--- src/rtl/csrc_pkg.sv ---
package csrc_pkg;

  // Bus geometry
  localparam int APB_AW = 12;
  localparam int IDX_W = 10;

  // Register indices, byte address is four times the index
  localparam logic [IDX_W-1:0] IDX_PLL_CTL = 10'h010;
  localparam logic [IDX_W-1:0] IDX_VCO_CAL = 10'h018;
  localparam logic [IDX_W-1:0] IDX_DIV_RATIO = 10'h1e0;
  localparam logic [IDX_W-1:0] IDX_ROUTING = 10'h1e1;
  localparam logic [IDX_W-1:0] IDX_UPDATE = 10'h232;
  localparam logic [IDX_W-1:0] IDX_STATUS = 10'h233;

  // Field widths
  localparam int PLL_CTL_W = 8;
  localparam int CAL_W = 1;
  localparam int DIV_W = 3;
  localparam int ROUTE_W = 2;

  // Reset values
  localparam logic [PLL_CTL_W-1:0] RST_PLL_CTL = 8'h01;
  localparam logic [CAL_W-1:0] RST_VCO_CAL = 1'h0;
  localparam logic [DIV_W-1:0] RST_DIV_RATIO = 3'h2;
  localparam logic [ROUTE_W-1:0] RST_ROUTING = 2'h0;

  // Field positions
  localparam int PWR_LSB = 0;
  localparam int PWR_MSB = 1;
  localparam int PFD_BIT = 7;
  localparam int CAL_BIT = 0;
  localparam int BYP_BIT = 0;
  localparam int SRC_BIT = 1;
  localparam int UPD_BIT = 0;

  // Status register layout
  localparam int ST_PWR_LSB = 0;
  localparam int ST_PWR_MSB = 1;
  localparam int ST_BYP_BIT = 2;
  localparam int ST_SRC_BIT = 3;
  localparam int ST_DIV_LSB = 4;
  localparam int ST_DIV_MSB = 6;
  localparam int ST_BUSY_BIT = 7;

  // PLL power codes
  localparam logic [1:0] PWR_NORMAL = 2'h0;
  localparam logic [1:0] PWR_ASYNC_PD = 2'h1;

  // Divider codes: ratio is code plus base, top code divides by six
  localparam logic [DIV_W-1:0] DIV_BASE = 3'h2;
  localparam logic [DIV_W-1:0] DIV_CODE_MAX = 3'h4;

  // Calibration length in divider output ticks
  localparam int CAL_TICKS_DEF = 32;

  typedef struct packed {
    logic [PLL_CTL_W-1:0] pllCtl;
    logic [CAL_W-1:0] calReq;
    logic [DIV_W-1:0] divCode;
    logic [ROUTE_W-1:0] routing;
  } csrc_cfg_s;

  typedef struct packed {
    logic pllPowerDown;
    logic pllRunning;
    logic pfdNegative;
    logic vcoPowered;
    logic prescalerFromExt;
    logic divInPath;
  } csrc_route_s;

  typedef enum logic [1:0] {
    CAL_IDLE = 2'b01,
    CAL_RUN = 2'b10
  } csrc_cal_e;

endpackage

--- src/rtl/csrc_stage_reg.sv ---
`timescale 1ns/1ns
module csrc_stage_reg
  import csrc_pkg::*;
#(
  parameter int W = 8,
  parameter logic [W-1:0] RST = '0
) (
  // Clock and reset
  input wire logic core_clk,
  input wire logic sys_rst,
  // Staging write
  input wire logic wrEn,
  input wire logic [W-1:0] wrData,
  // Transfer to active copy
  input wire logic update,
  // Copies
  output logic [W-1:0] staged,
  output logic [W-1:0] active
);

  if (W < 1) begin : g_chk
    $error("csrc_stage_reg width must be at least one");
  end

  // Staged copy
  always_ff @(posedge core_clk) begin
    if (sys_rst) begin
      staged <= RST;
    end else if (wrEn) begin
      staged <= wrData;
    end
  end

  // Active copy loads only on update
  always_ff @(posedge core_clk) begin
    if (sys_rst) begin
      active <= RST;
    end else if (update) begin
      active <= staged;
    end
  end

endmodule

--- src/rtl/csrc_vco_div.sv ---
`timescale 1ns/1ns
module csrc_vco_div
  import csrc_pkg::*;
(
  // Clock and reset
  input wire logic core_clk,
  input wire logic sys_rst,
  // Source edges and ratio code
  input wire logic tickIn,
  input wire logic [DIV_W-1:0] divCode,
  // Divided edges
  output logic tickOut
);

  logic [DIV_W-1:0] cnt_q;
  logic [DIV_W-1:0] code;
  logic [DIV_W-1:0] last;

  // Codes above the top code divide by six, never below two
  always_comb begin
    code = (divCode > DIV_CODE_MAX) ? DIV_CODE_MAX : divCode;
    last = DIV_W'(code + DIV_BASE - 3'h1);
  end

  // Count source edges
  always_ff @(posedge core_clk) begin
    if (sys_rst) begin
      cnt_q <= '0;
    end else if (tickIn) begin
      cnt_q <= (cnt_q >= last) ? '0 : DIV_W'(cnt_q + 3'h1);
    end
  end

  // One output edge per ratio source edges
  always_ff @(posedge core_clk) begin
    if (sys_rst) begin
      tickOut <= 1'b0;
    end else begin
      tickOut <= tickIn && (cnt_q >= last);
    end
  end

endmodule

--- src/rtl/csrc_top.sv ---
// What this block does
// - After reset PLL is off and input clock reaches distribution via divider.
// - Power field 01 puts PLL in power-down, 00 runs it; default 01.
// - Divider ratio field defaults to code 010, divide by four.
// - Divider offers ratios two to six chosen by the ratio field.
// - Bypass bit 0 feeds distribution from the divider output; default.
// - Bypass bit 1 feeds the selected source straight to distribution.
// - Source bit 0 selects external input, 1 selects internal oscillator.
// - Settings take effect only when the update register receives a write with bit 0 set.
// - Polarity bit 0 means positive detector polarity, 1 negative.
// - Reset restores power, ratio, bypass and source fields to defaults.
// - PLL on with external input selected powers off internal oscillator.
// - Divider path always divides by at least two.
//
// Register access over APB is this design's own decision.
`timescale 1ns/1ns
module csrc_top
  import csrc_pkg::*;
#(
  parameter int CAL_TICKS = CAL_TICKS_DEF
) (
  // Clock and reset
  input wire logic core_clk,
  input wire logic sys_rst,
  // APB slave
  input wire logic psel,
  input wire logic penable,
  input wire logic pwrite,
  input wire logic [APB_AW-1:0] paddr,
  input wire logic [31:0] pwdata,
  input wire logic [3:0] pstrb,
  output logic [31:0] prdata,
  output logic pready,
  output logic pslverr,
  // Clock source edges as enables
  input wire logic extClkTick,
  input wire logic vcoTick,
  // Routing and control outputs
  output csrc_route_s routeCtl,
  output logic distTick,
  output logic calStart,
  output logic calBusy
);

  if (CAL_TICKS < 1 || CAL_TICKS > 65535) begin : g_chk
    $error("csrc_top CAL_TICKS out of range");
  end

  csrc_cfg_s staged;
  csrc_cfg_s active;
  csrc_cal_e calState_q;
  logic [15:0] calCnt_q;
  logic calReqPrev_q;
  logic [IDX_W-1:0] idx;
  logic aligned;
  logic hitPll;
  logic hitCal;
  logic hitDiv;
  logic hitRoute;
  logic hitUpd;
  logic hitStat;
  logic mapped;
  logic [7:0] rdMux;
  logic [7:0] statusByte;
  logic wrAcc;
  logic updPulse;
  logic srcTick;
  logic divTick;
  logic calRise;

  // Address decode
  always_comb begin
    idx = paddr[APB_AW-1:2];
    aligned = (paddr[1:0] == 2'h0);
    hitPll = 1'b0;
    hitCal = 1'b0;
    hitDiv = 1'b0;
    hitRoute = 1'b0;
    hitUpd = 1'b0;
    hitStat = 1'b0;
    if (!aligned) begin
      hitPll = 1'b0;
    end else if (idx == IDX_PLL_CTL) begin
      hitPll = 1'b1;
    end else if (idx == IDX_VCO_CAL) begin
      hitCal = 1'b1;
    end else if (idx == IDX_DIV_RATIO) begin
      hitDiv = 1'b1;
    end else if (idx == IDX_ROUTING) begin
      hitRoute = 1'b1;
    end else if (idx == IDX_UPDATE) begin
      hitUpd = 1'b1;
    end else if (idx == IDX_STATUS) begin
      hitStat = 1'b1;
    end
    mapped = hitPll | hitCal | hitDiv | hitRoute | hitUpd | hitStat;
  end

  // Status shows the active configuration and calibration state
  always_comb begin
    statusByte = '0;
    statusByte[ST_PWR_MSB:ST_PWR_LSB] = active.pllCtl[PWR_MSB:PWR_LSB];
    statusByte[ST_BYP_BIT] = active.routing[BYP_BIT];
    statusByte[ST_SRC_BIT] = active.routing[SRC_BIT];
    statusByte[ST_DIV_MSB:ST_DIV_LSB] = active.divCode;
    statusByte[ST_BUSY_BIT] = (calState_q == CAL_RUN);
  end

  // Read data mux, register reads return staged values, status reads the active copy
  always_comb begin
    rdMux = '0;
    if (hitPll) begin
      rdMux = staged.pllCtl;
    end else if (hitCal) begin
      rdMux[CAL_BIT] = staged.calReq[0];
    end else if (hitDiv) begin
      rdMux[DIV_W-1:0] = staged.divCode;
    end else if (hitRoute) begin
      rdMux[ROUTE_W-1:0] = staged.routing;
    end else if (hitStat) begin
      rdMux = statusByte;
    end
  end

  // Access phase completes one cycle after setup
  always_ff @(posedge core_clk) begin
    if (sys_rst) begin
      pready <= 1'b0;
    end else begin
      pready <= psel && !penable;
    end
  end

  // Response data and error latched at setup
  always_ff @(posedge core_clk) begin
    if (sys_rst) begin
      prdata <= '0;
      pslverr <= 1'b0;
    end else if (psel && !penable) begin
      prdata <= (!pwrite && mapped) ? {24'h0, rdMux} : '0;
      pslverr <= !mapped;
    end
  end

  // Writes take effect at the completing access edge
  always_comb begin
    wrAcc = psel && penable && pready && pwrite && mapped && pstrb[0];
  end

  always_comb begin
    updPulse = wrAcc && hitUpd && pwdata[UPD_BIT];
  end

  csrc_stage_reg #(
    .W(PLL_CTL_W),
    .RST(RST_PLL_CTL)
  ) u_pll_ctl (
    .core_clk(core_clk),
    .sys_rst(sys_rst),
    .wrEn(wrAcc && hitPll),
    .wrData(pwdata[PLL_CTL_W-1:0]),
    .update(updPulse),
    .staged(staged.pllCtl),
    .active(active.pllCtl)
  );

  csrc_stage_reg #(
    .W(CAL_W),
    .RST(RST_VCO_CAL)
  ) u_vco_cal (
    .core_clk(core_clk),
    .sys_rst(sys_rst),
    .wrEn(wrAcc && hitCal),
    .wrData(pwdata[CAL_BIT]),
    .update(updPulse),
    .staged(staged.calReq),
    .active(active.calReq)
  );

  csrc_stage_reg #(
    .W(DIV_W),
    .RST(RST_DIV_RATIO)
  ) u_div_ratio (
    .core_clk(core_clk),
    .sys_rst(sys_rst),
    .wrEn(wrAcc && hitDiv),
    .wrData(pwdata[DIV_W-1:0]),
    .update(updPulse),
    .staged(staged.divCode),
    .active(active.divCode)
  );

  csrc_stage_reg #(
    .W(ROUTE_W),
    .RST(RST_ROUTING)
  ) u_routing (
    .core_clk(core_clk),
    .sys_rst(sys_rst),
    .wrEn(wrAcc && hitRoute),
    .wrData(pwdata[ROUTE_W-1:0]),
    .update(updPulse),
    .staged(staged.routing),
    .active(active.routing)
  );

  always_comb begin
    srcTick = active.routing[SRC_BIT] ? vcoTick : extClkTick;
  end

  csrc_vco_div u_vco_div (
    .core_clk(core_clk),
    .sys_rst(sys_rst),
    .tickIn(srcTick),
    .divCode(active.divCode),
    .tickOut(divTick)
  );

  always_ff @(posedge core_clk) begin
    if (sys_rst) begin
      distTick <= 1'b0;
    end else begin
      distTick <= active.routing[BYP_BIT] ? srcTick : divTick;
    end
  end

  // Routing controls from active copy
  always_ff @(posedge core_clk) begin
    if (sys_rst) begin
      routeCtl <= '0;
    end else begin
      routeCtl.pllPowerDown <= active.pllCtl[PWR_MSB:PWR_LSB] != PWR_NORMAL;
      routeCtl.pllRunning <= active.pllCtl[PWR_MSB:PWR_LSB] == PWR_NORMAL;
      routeCtl.pfdNegative <= active.pllCtl[PFD_BIT];
      routeCtl.vcoPowered <= (active.pllCtl[PWR_MSB:PWR_LSB] == PWR_NORMAL)
        && active.routing[SRC_BIT];
      routeCtl.prescalerFromExt <=
        (active.pllCtl[PWR_MSB:PWR_LSB] == PWR_NORMAL)
        && !active.routing[SRC_BIT];
      routeCtl.divInPath <= !active.routing[BYP_BIT];
    end
  end

  // Previous active calibration bit
  always_ff @(posedge core_clk) begin
    if (sys_rst) begin
      calReqPrev_q <= 1'b0;
    end else begin
      calReqPrev_q <= active.calReq[0];
    end
  end

  // only a fresh rising request starts a run, and only from idle
  always_comb begin
    calRise = active.calReq[0] && !calReqPrev_q;
  end

  // Calibration sequencer
  always_ff @(posedge core_clk) begin
    if (sys_rst) begin
      calState_q <= CAL_IDLE;
      calCnt_q <= '0;
    end else begin
      case (calState_q)
        CAL_IDLE: begin
          if (calRise) begin
            calState_q <= CAL_RUN;
            calCnt_q <= '0;
          end
        end
        CAL_RUN: begin
          if (divTick) begin
            if (calCnt_q == 16'(CAL_TICKS - 1)) begin
              calState_q <= CAL_IDLE;
            end
            calCnt_q <= 16'(calCnt_q + 16'h1);
          end
        end
        default: begin
          calState_q <= CAL_IDLE;
        end
      endcase
    end
  end

  // Calibration outputs
  always_ff @(posedge core_clk) begin
    if (sys_rst) begin
      calStart <= 1'b0;
      calBusy <= 1'b0;
    end else begin
      calStart <= (calState_q == CAL_IDLE) && calRise;
      calBusy <= (calState_q == CAL_RUN)
        || ((calState_q == CAL_IDLE) && calRise);
    end
  end

endmodule

--- config.mk ---
export PLATFORM = sky130hd
export DESIGN_NAME = csrc_top
export DESIGN_NICKNAME = d
export VERILOG_FILES = /design/src/rtl/csrc_pkg.sv /design/src/rtl/csrc_stage_reg.sv /design/src/rtl/csrc_vco_div.sv /design/src/rtl/csrc_top.sv
export SDC_FILE = /design/constraint.sdc
export NUM_CORES = 1
export LEC_CHECK = 0
export BUFFER_PORTS_ARGS = -buffer_cell sky130_fd_sc_hd__buf_2
export CORE_ASPECT_RATIO = 1.75
export CORE_UTILIZATION = 55
export DETAILED_ROUTE_END_ITERATION = 10
export GPL_TIMING_DRIVEN = 0
export PLACE_DENSITY = 0.81
export SETUP_SLACK_MARGIN = 0.5
export SYNTH_ARGS = -nofsm -noshare
export SYNTH_HDL_FRONTEND = slang
export SYNTH_SLANG_ARGS = --single-unit
--- constraint.sdc ---
create_clock -name core_clk -period 3.55 [get_ports core_clk]
set_input_delay 0.8875 -clock core_clk [delete_from_list [all_inputs] [get_ports core_clk]]
set_output_delay 0.8875 -clock core_clk [all_outputs]
set_load 0.005 [all_outputs]
; ---- Word level (Yosys, flattened, before mapping)
; Cells that the tools add are included.
[word_totals]
output_inout_bits = 43
register_bits = 94
[op_classes]
eq_ne = 12
n_reduce_logical = 31
bitwise = 5
add_sub_neg = 4
mux = 47
order_cmp = 2
[op_table]
columns = op, n
row1 = $mux 16, 2
row2 = $pmux 16 s2, 1
row3 = $mux 1, 30
row4 = $mux 8, 3
row5 = $eq 10x10->1 const B, 2
row6 = $eq 10x5->1 const B, 2
row7 = $eq 10x9->1 const B, 2
row8 = $logic_and 1x1->1, 18
row9 = $add 16x1->16 const B, 1
row10 = $eq 16x5->1 const B, 1
row11 = $mux 3, 3
row12 = $mux 2, 4
row13 = $mux 7, 1
row14 = $logic_not 1->1, 6
row15 = $mux 6, 1
row16 = $reduce_and 3->1, 2
row17 = $mux 5, 1
row18 = $or 1x1->1, 5
row19 = $logic_not 2->1, 2
row20 = $ne 2x1->1 const B, 2
row21 = $pmux 2 s2, 1
row22 = $reduce_bool 2->1, 2
row23 = $add 3x1->3 const B, 1
row24 = $add 3x2->3 const B, 1
row25 = other kinds (7), 7

; ---- Longest topological paths before layout
[logic_depth]
depth_word = 14
depth_mapped = 8
ltp_nobuf = 8

; ---- Hierarchy
; Synthesis repeated with hierarchy kept, for this count alone.
[hier_totals]
cells_unflattened = 360
area_unflattened_um2 = 3413.3
[modules_own_cells]
columns = mod, cells_each, area_each_um2, instances
row1 = csrc_top, 241, 2129.5, 1
row2 = csrc_stage_reg at u_pll_ctl, 52, 583.1, 1
row3 = csrc_vco_div, 31, 292.8, 1
row4 = csrc_stage_reg at u_div_ratio, 18, 205.2, 1
row5 = csrc_stage_reg at u_routing, 12, 135.1, 1
row6 = csrc_stage_reg at u_vco_cal, 6, 67.6, 1

; ---- Worst setup path before layout
; OpenSTA, ideal clock, no wires.
[synth_timing]
path_type = input -> register
from = in paddr[9]
to = reg u_div_ratio.active[2]
stages = 6
path_slack_ns = 1.131
t_arrival_ns = 2.287
required_time_ns = 3.418
path_cell_list = or4b_4 buf_6 or4_4 buf_6 o21ai_1 a21oi_1
[synth_between]
elab_chain_cells = 13
elab_cells_between_ends = 42
classes_between = eq/ne: 6 / mux: 27 / bitwise: 5 / reduce/logical: 4
[synth_lines]
columns = item, line
row1 = "start, declared", csrc_top.sv:29  ; input wire logic [APB_AW-1:0] paddr,
row2 = "$eq 10x5->1, or another cell as far along", csrc_top.sv:85  ; end else if (idx == IDX_VCO_CAL) begin
row3 = "$mux 1, on equally long branches (3 in series)", -
row4 = "$or 1x1->1, or another cell as far along (3 in series)", csrc_top.sv:96  ; mapped = hitPll | hitCal | hitDiv | hitRoute | hitUpd | hitStat;
row5 = $or 1x1->1 / $mux 1 (equally long branches), "csrc_top.sv:96, csrc_top.sv:81"
row6 = $or 1x1->1, csrc_top.sv:96
row7 = $logic_and 1x1->1 (2 in series), csrc_top.sv:147  ; wrAcc = psel && penable && pready && pwrite && mapped && pstrb[0];
row8 = $logic_and 1x1->1 * (2 in series), csrc_top.sv:151  ; updPulse = wrAcc && hitUpd && pwdata[UPD_BIT];
row9 = "end signal, assigned", csrc_stage_reg.sv:39  ; active <= staged;
row10 = "end, declared", csrc_stage_reg.sv:18  ; output logic [W-1:0] active
; Mark *: on every way between the ends. The rest lies on a longest branch, timed or not.
; A chain may end at the register's enable or synchronous reset.

; ---- Worst setup path in the final report
[layout_timing]
from = in paddr[1]
to = reg u_pll_ctl.staged[7]
[layout_between]
elab_chain_cells = 10
elab_cells_between_ends = 15
classes_between = mux: 6 / bitwise: 5 / reduce/logical: 4
[layout_lines]
columns = item, line
row1 = $logic_not 2->1 *, csrc_top.sv:74  ; aligned = (paddr[1:0] == 2'h0);
row2 = $mux 1, csrc_top.sv:81  ; if (!aligned) begin
row3 = $or 1x1->1 (5 in series), csrc_top.sv:96
row4 = $logic_and 1x1->1 (2 in series), csrc_top.sv:147
row5 = $logic_and 1x1->1 *, csrc_top.sv:160  ; .wrEn(wrAcc && hitPll),
row6 = "end signal, assigned", csrc_stage_reg.sv:30  ; staged <= wrData;
row7 = "end, declared", csrc_stage_reg.sv:17  ; output logic [W-1:0] staged,
; Marks and branches as above.

==> summary.txt <==
Timing
  – Highest clock rate: 412 MHz
  – RSZ-0062 raised after global routing: false
  – Final setup violation count: 0
  – Post-route fraction of the period consumed by the critical path: 68.4%
  – Final min period: 2430 ps
  – Setup TNS: 0 ps
  – Setup clock skew after layout: 8.91 ps
  – Slew Viols, Final: 0
  – Normalized max-slew margin: 50.5%
  – Slew at the pin closest to its max-slew limit: 736 ps
  – Final Hold Violating Endpoints: 0
  – Hold Worst Slack: 447 ps
  – Fin worst setup slack: 1120 ps

Critical path
  – Worst EP required: 3820 ps
  – Max Fanout on Critical Path: 10
  – Capturing point of the worst reg2reg path: u_vco_div.cnt_q[0]
  – R2R depth: 8
  – Class of the most critical setup path: primary input to flip-flop
  – CP max stage delay: 620 ps
  – Critical path cell sequence: buf_2 > nor4_2 > and4b_1 > clkbuf_1 > buf_2 > nand3_1 > a21oi_1
  – Max stage delay cell, worst path: nor4_2
  – FF-to-FF setup slack: 1520 ps
  – Crit path DAT: 2690 ps
  – Kind of start point of the critical path: primary input
  – Worst reg2reg path startpoint: u_div_ratio.active[2]
  – CP endpoint kind: flip-flop
  – Most used cell along the critical path: buf_2

GRT
  – Congestion Overflow GR: 0
  – Combined global-route utilization of all metal layers: 27.2%
  – Maximum number of pins on one net before global-route repair: 11
  – Vias in the first global route: 2841
  – Antenna violations before repair: 0
  – Global-route wire length before repair: 12800 um

Route
  – Count of nets left with antenna violations after detail routing: 0
  – Number of vias in the routed layout: 3016
  – Count of TritonRoute iterations in the first routing pass: 4
  – Routed Wire Length: 8060 um
  – 1st-iter DRT viols: 190
  – Routed vias/inst: 5.69
  – Number of remaining DRC errors: 0
  – Average wire per cell in the routed design: 15.2 um

Logic synthesis
  – Mean post-synth cell area: 8.80 um^2
  – Total number of yosys warnings: 0
  – Synth Cell Area: 3250 um^2
  – Most common flop cell mapped by yosys: dfxtp_1
  – Gate count after technology mapping: 370
  – Flop and latch count out of synthesis: 65
  – Post-synth EDFFs: 0
  – Proportion of synthesized flip-flops having asynchronous set or reset: 0%
  – Seq/Total Area, Yosys: 40.0%
  – Number of distinct library cell variants in the gate-level netlist after synthesis: 59

CTS
  – Total number of H-tree levels: 3
  – Cell at the root of the clock tree: clkbuf_8
  – Setup repair bufs after CTS: 0
  – Sink Count: 65
  – Latest clock arrival within the worst-skew pair: 330 ps
  – Clock tree from TritonCTS: yes
  – Post-cts sizing count: 0
  – Buffer levels on the longest clock path: 2
  – TritonCTS Buffers: 9
  – CTS clk-pin slew, worst paths: 70 ps
  – Number of buffers added to fix hold violations after cts: 0

Floorplanning
  – Die boundary width: 60.1 um
  – Starting utilization of the core area: 57.8%
  – Die area: 6240 um^2
  – I/O pin count: 98
  – Count of standard-cell rows: 36
  – Core footprint: 5630 um^2
  – Vertical die dimension: 104 um

Placement
  – Placement-stage worst setup slack: 844 ps
  – Post-DP HPWL: 6280 um
  – Routability Congestion: 0.918
  – Count of port buffers added during placement: 45

Cells and area
  – Combined area of the multi-input logic cells: 1730 um^2
  – Share of layout cells above drive strength 1: 22.9%
  – Antenna diode count: 0
  – P&R area growth vs syn: 18.3%
  – Area used by sequential logic in the layout: 1300 um^2
  – NumNets Final: 510
  – Utilization after layout: 68.4%
  – Fill count: 485

Run status
  – Status: finished clean

Pwr
  – Reported leakage power: 1.54 nW
  – Peak ir drop on the vdd network: 0.227 mV
  – Cell Pwr Density: 379 nW/um^2

Hold path
  – Sink of the worst hold path: prdata[6]
  – Hold Path Depth: 2
  – Path type of the worst min-delay path: flip-flop to flip-flop
  – Startpoint of the worst hold path: prdata[6]

Job
  – Max-cap viol count: 0
-- cell usage after synthesis (7+ instances only) --
cell      instances  area, um^2
nand3_1          21         105
inv_1             9        33.8
or4_1             7        52.6
nand2_1          19        71.3
a21oi_1          30         150
o21ai_1          16        80.1
nand4_1           9        56.3
buf_4            24         180
nor2_1           17        63.8
dfxtp_1          65        1300
nor4_1            8        50.1
clkbuf_1         13        48.8
o21ai_0          18        90.1
o31ai_1           8        60.1
-- state kept, by name (all words and copies together), names as in the netlist, 3 cells and up --
| signal | flops |
|---|---|
| u_pll_ctl.staged | 8 |
| u_div_ratio.active | 3 |
| calCnt_q | 16 |
| u_div_ratio.staged | 3 |
| prdata | 8 |
| u_pll_ctl.active | 3 |
| u_vco_div.cnt_q | 3 |
| routeCtl | 6 |
-- layout make-up --
| type | instances | share of cell area, % |
|---|---|---|
| Sequential cell | 65 | 33.8 |
| Tap cell | 76 | 2.47 |
| Clock buffer | 13 | 3.87 |
| Clock inverter | 3 | 1.04 |
| Timing Repair Buffer | 45 | 5.85 |
| Multi-Input combinational cell | 275 | 44.9 |
| Inverter | 9 | 0.877 |
| Buffer | 44 | 7.15 |
-- stage by stage --
step                power [mW]  std cells  instance area [um^2]
floorplan                0.819        393                  3340
global placement         0.855        514                  3660
detailed placement       0.857        514                  3660
CTS                       1.45        530                  3850
global route              1.51        530                  3850
finish                    1.46        530                  3850
-- worst max path at each step --
stage / slack (ps) / cells past startpoint / to / start
final: 1120 / 7 / u_pll_ctl.staged[7] / paddr[1]
after global routing: 1000 / 7 / u_pll_ctl.staged[7] / paddr[1]
after CTS: 1180 / 7 / u_pll_ctl.staged[5] / paddr[1]
after detailed placement: 840 / 7 / u_pll_ctl.staged[5] / paddr[1]
after global placement: 860 / 7 / u_pll_ctl.staged[1] / paddr[1]
after floorplan: 1130 / 6 / u_div_ratio.active[2] / paddr[9]
-- critical path, delay by kind of cell --
| family | cells | cell delay [ps] |
|---|---|---|
| AOI/OAI and AO/OA | 1 | 160 |
| buffers and inverters | 3 | 590 |
| and+or+nand+nor | 3 | 1050 |
-- cells by family after synthesis --
| kind of cell | share of synthesized area (%) |
|---|---|
| adders and majority gates | 2.31 |
| AOI/OAI and AO/OA | 17.1 |
| DFF | 40.0 |
| buffers and inverters | 9.50 |
| other | 0.115 |
| muxes | 1.92 |
| xor gates and xnor gates | 1.88 |
| and+or+nand+nor | 27.2 |
-- layer usage --
| metal | global-route usage (%) | part of all wire, % |
|---|---|---|
| met3 | 5.62 | 3.7 |
| met2 | 49.6 | 56 |
| met5 | 0 | 0 |
| met4 | 17.1 | 5.6 |
| met1 | 25.5 | 35 |
-- power breakdown --
group / total [mW] / internal, mW / switching, mW
Combinational: 0.106 / 0.0481 / 0.0576
Sequential: 0.737 / 0.734 / 0.00282
Clock: 0.615 / 0.342 / 0.273
Total: 1.46 / 1.12 / 0.333
-- cells in the final DEF (no fill, tap or decap), types with 3 or more instances in the layout --
master / n
a21oi_1: 30
a22oi_1: 6
a31o_2: 3
and2_1: 3
and3_1: 3
and4_1: 4
buf_2: 49
buf_4: 24
clkbuf_1: 16
clkbuf_8: 10
conb_1: 24
dfxtp_1: 65
ha_1: 6
inv_1: 9
mux2i_1: 4
nand2_1: 19
nand2b_1: 4
nand3_1: 21
nand3b_1: 5
nand4_1: 9
nor2_1: 17
nor2b_1: 5
nor3_1: 3
nor4_1: 8
o211ai_1: 3
o21ai_0: 18
o21ai_1: 16
o31ai_1: 8
or3_1: 6
or4_1: 7
xor2_1: 6
Power figures use the tool's default switching activity.
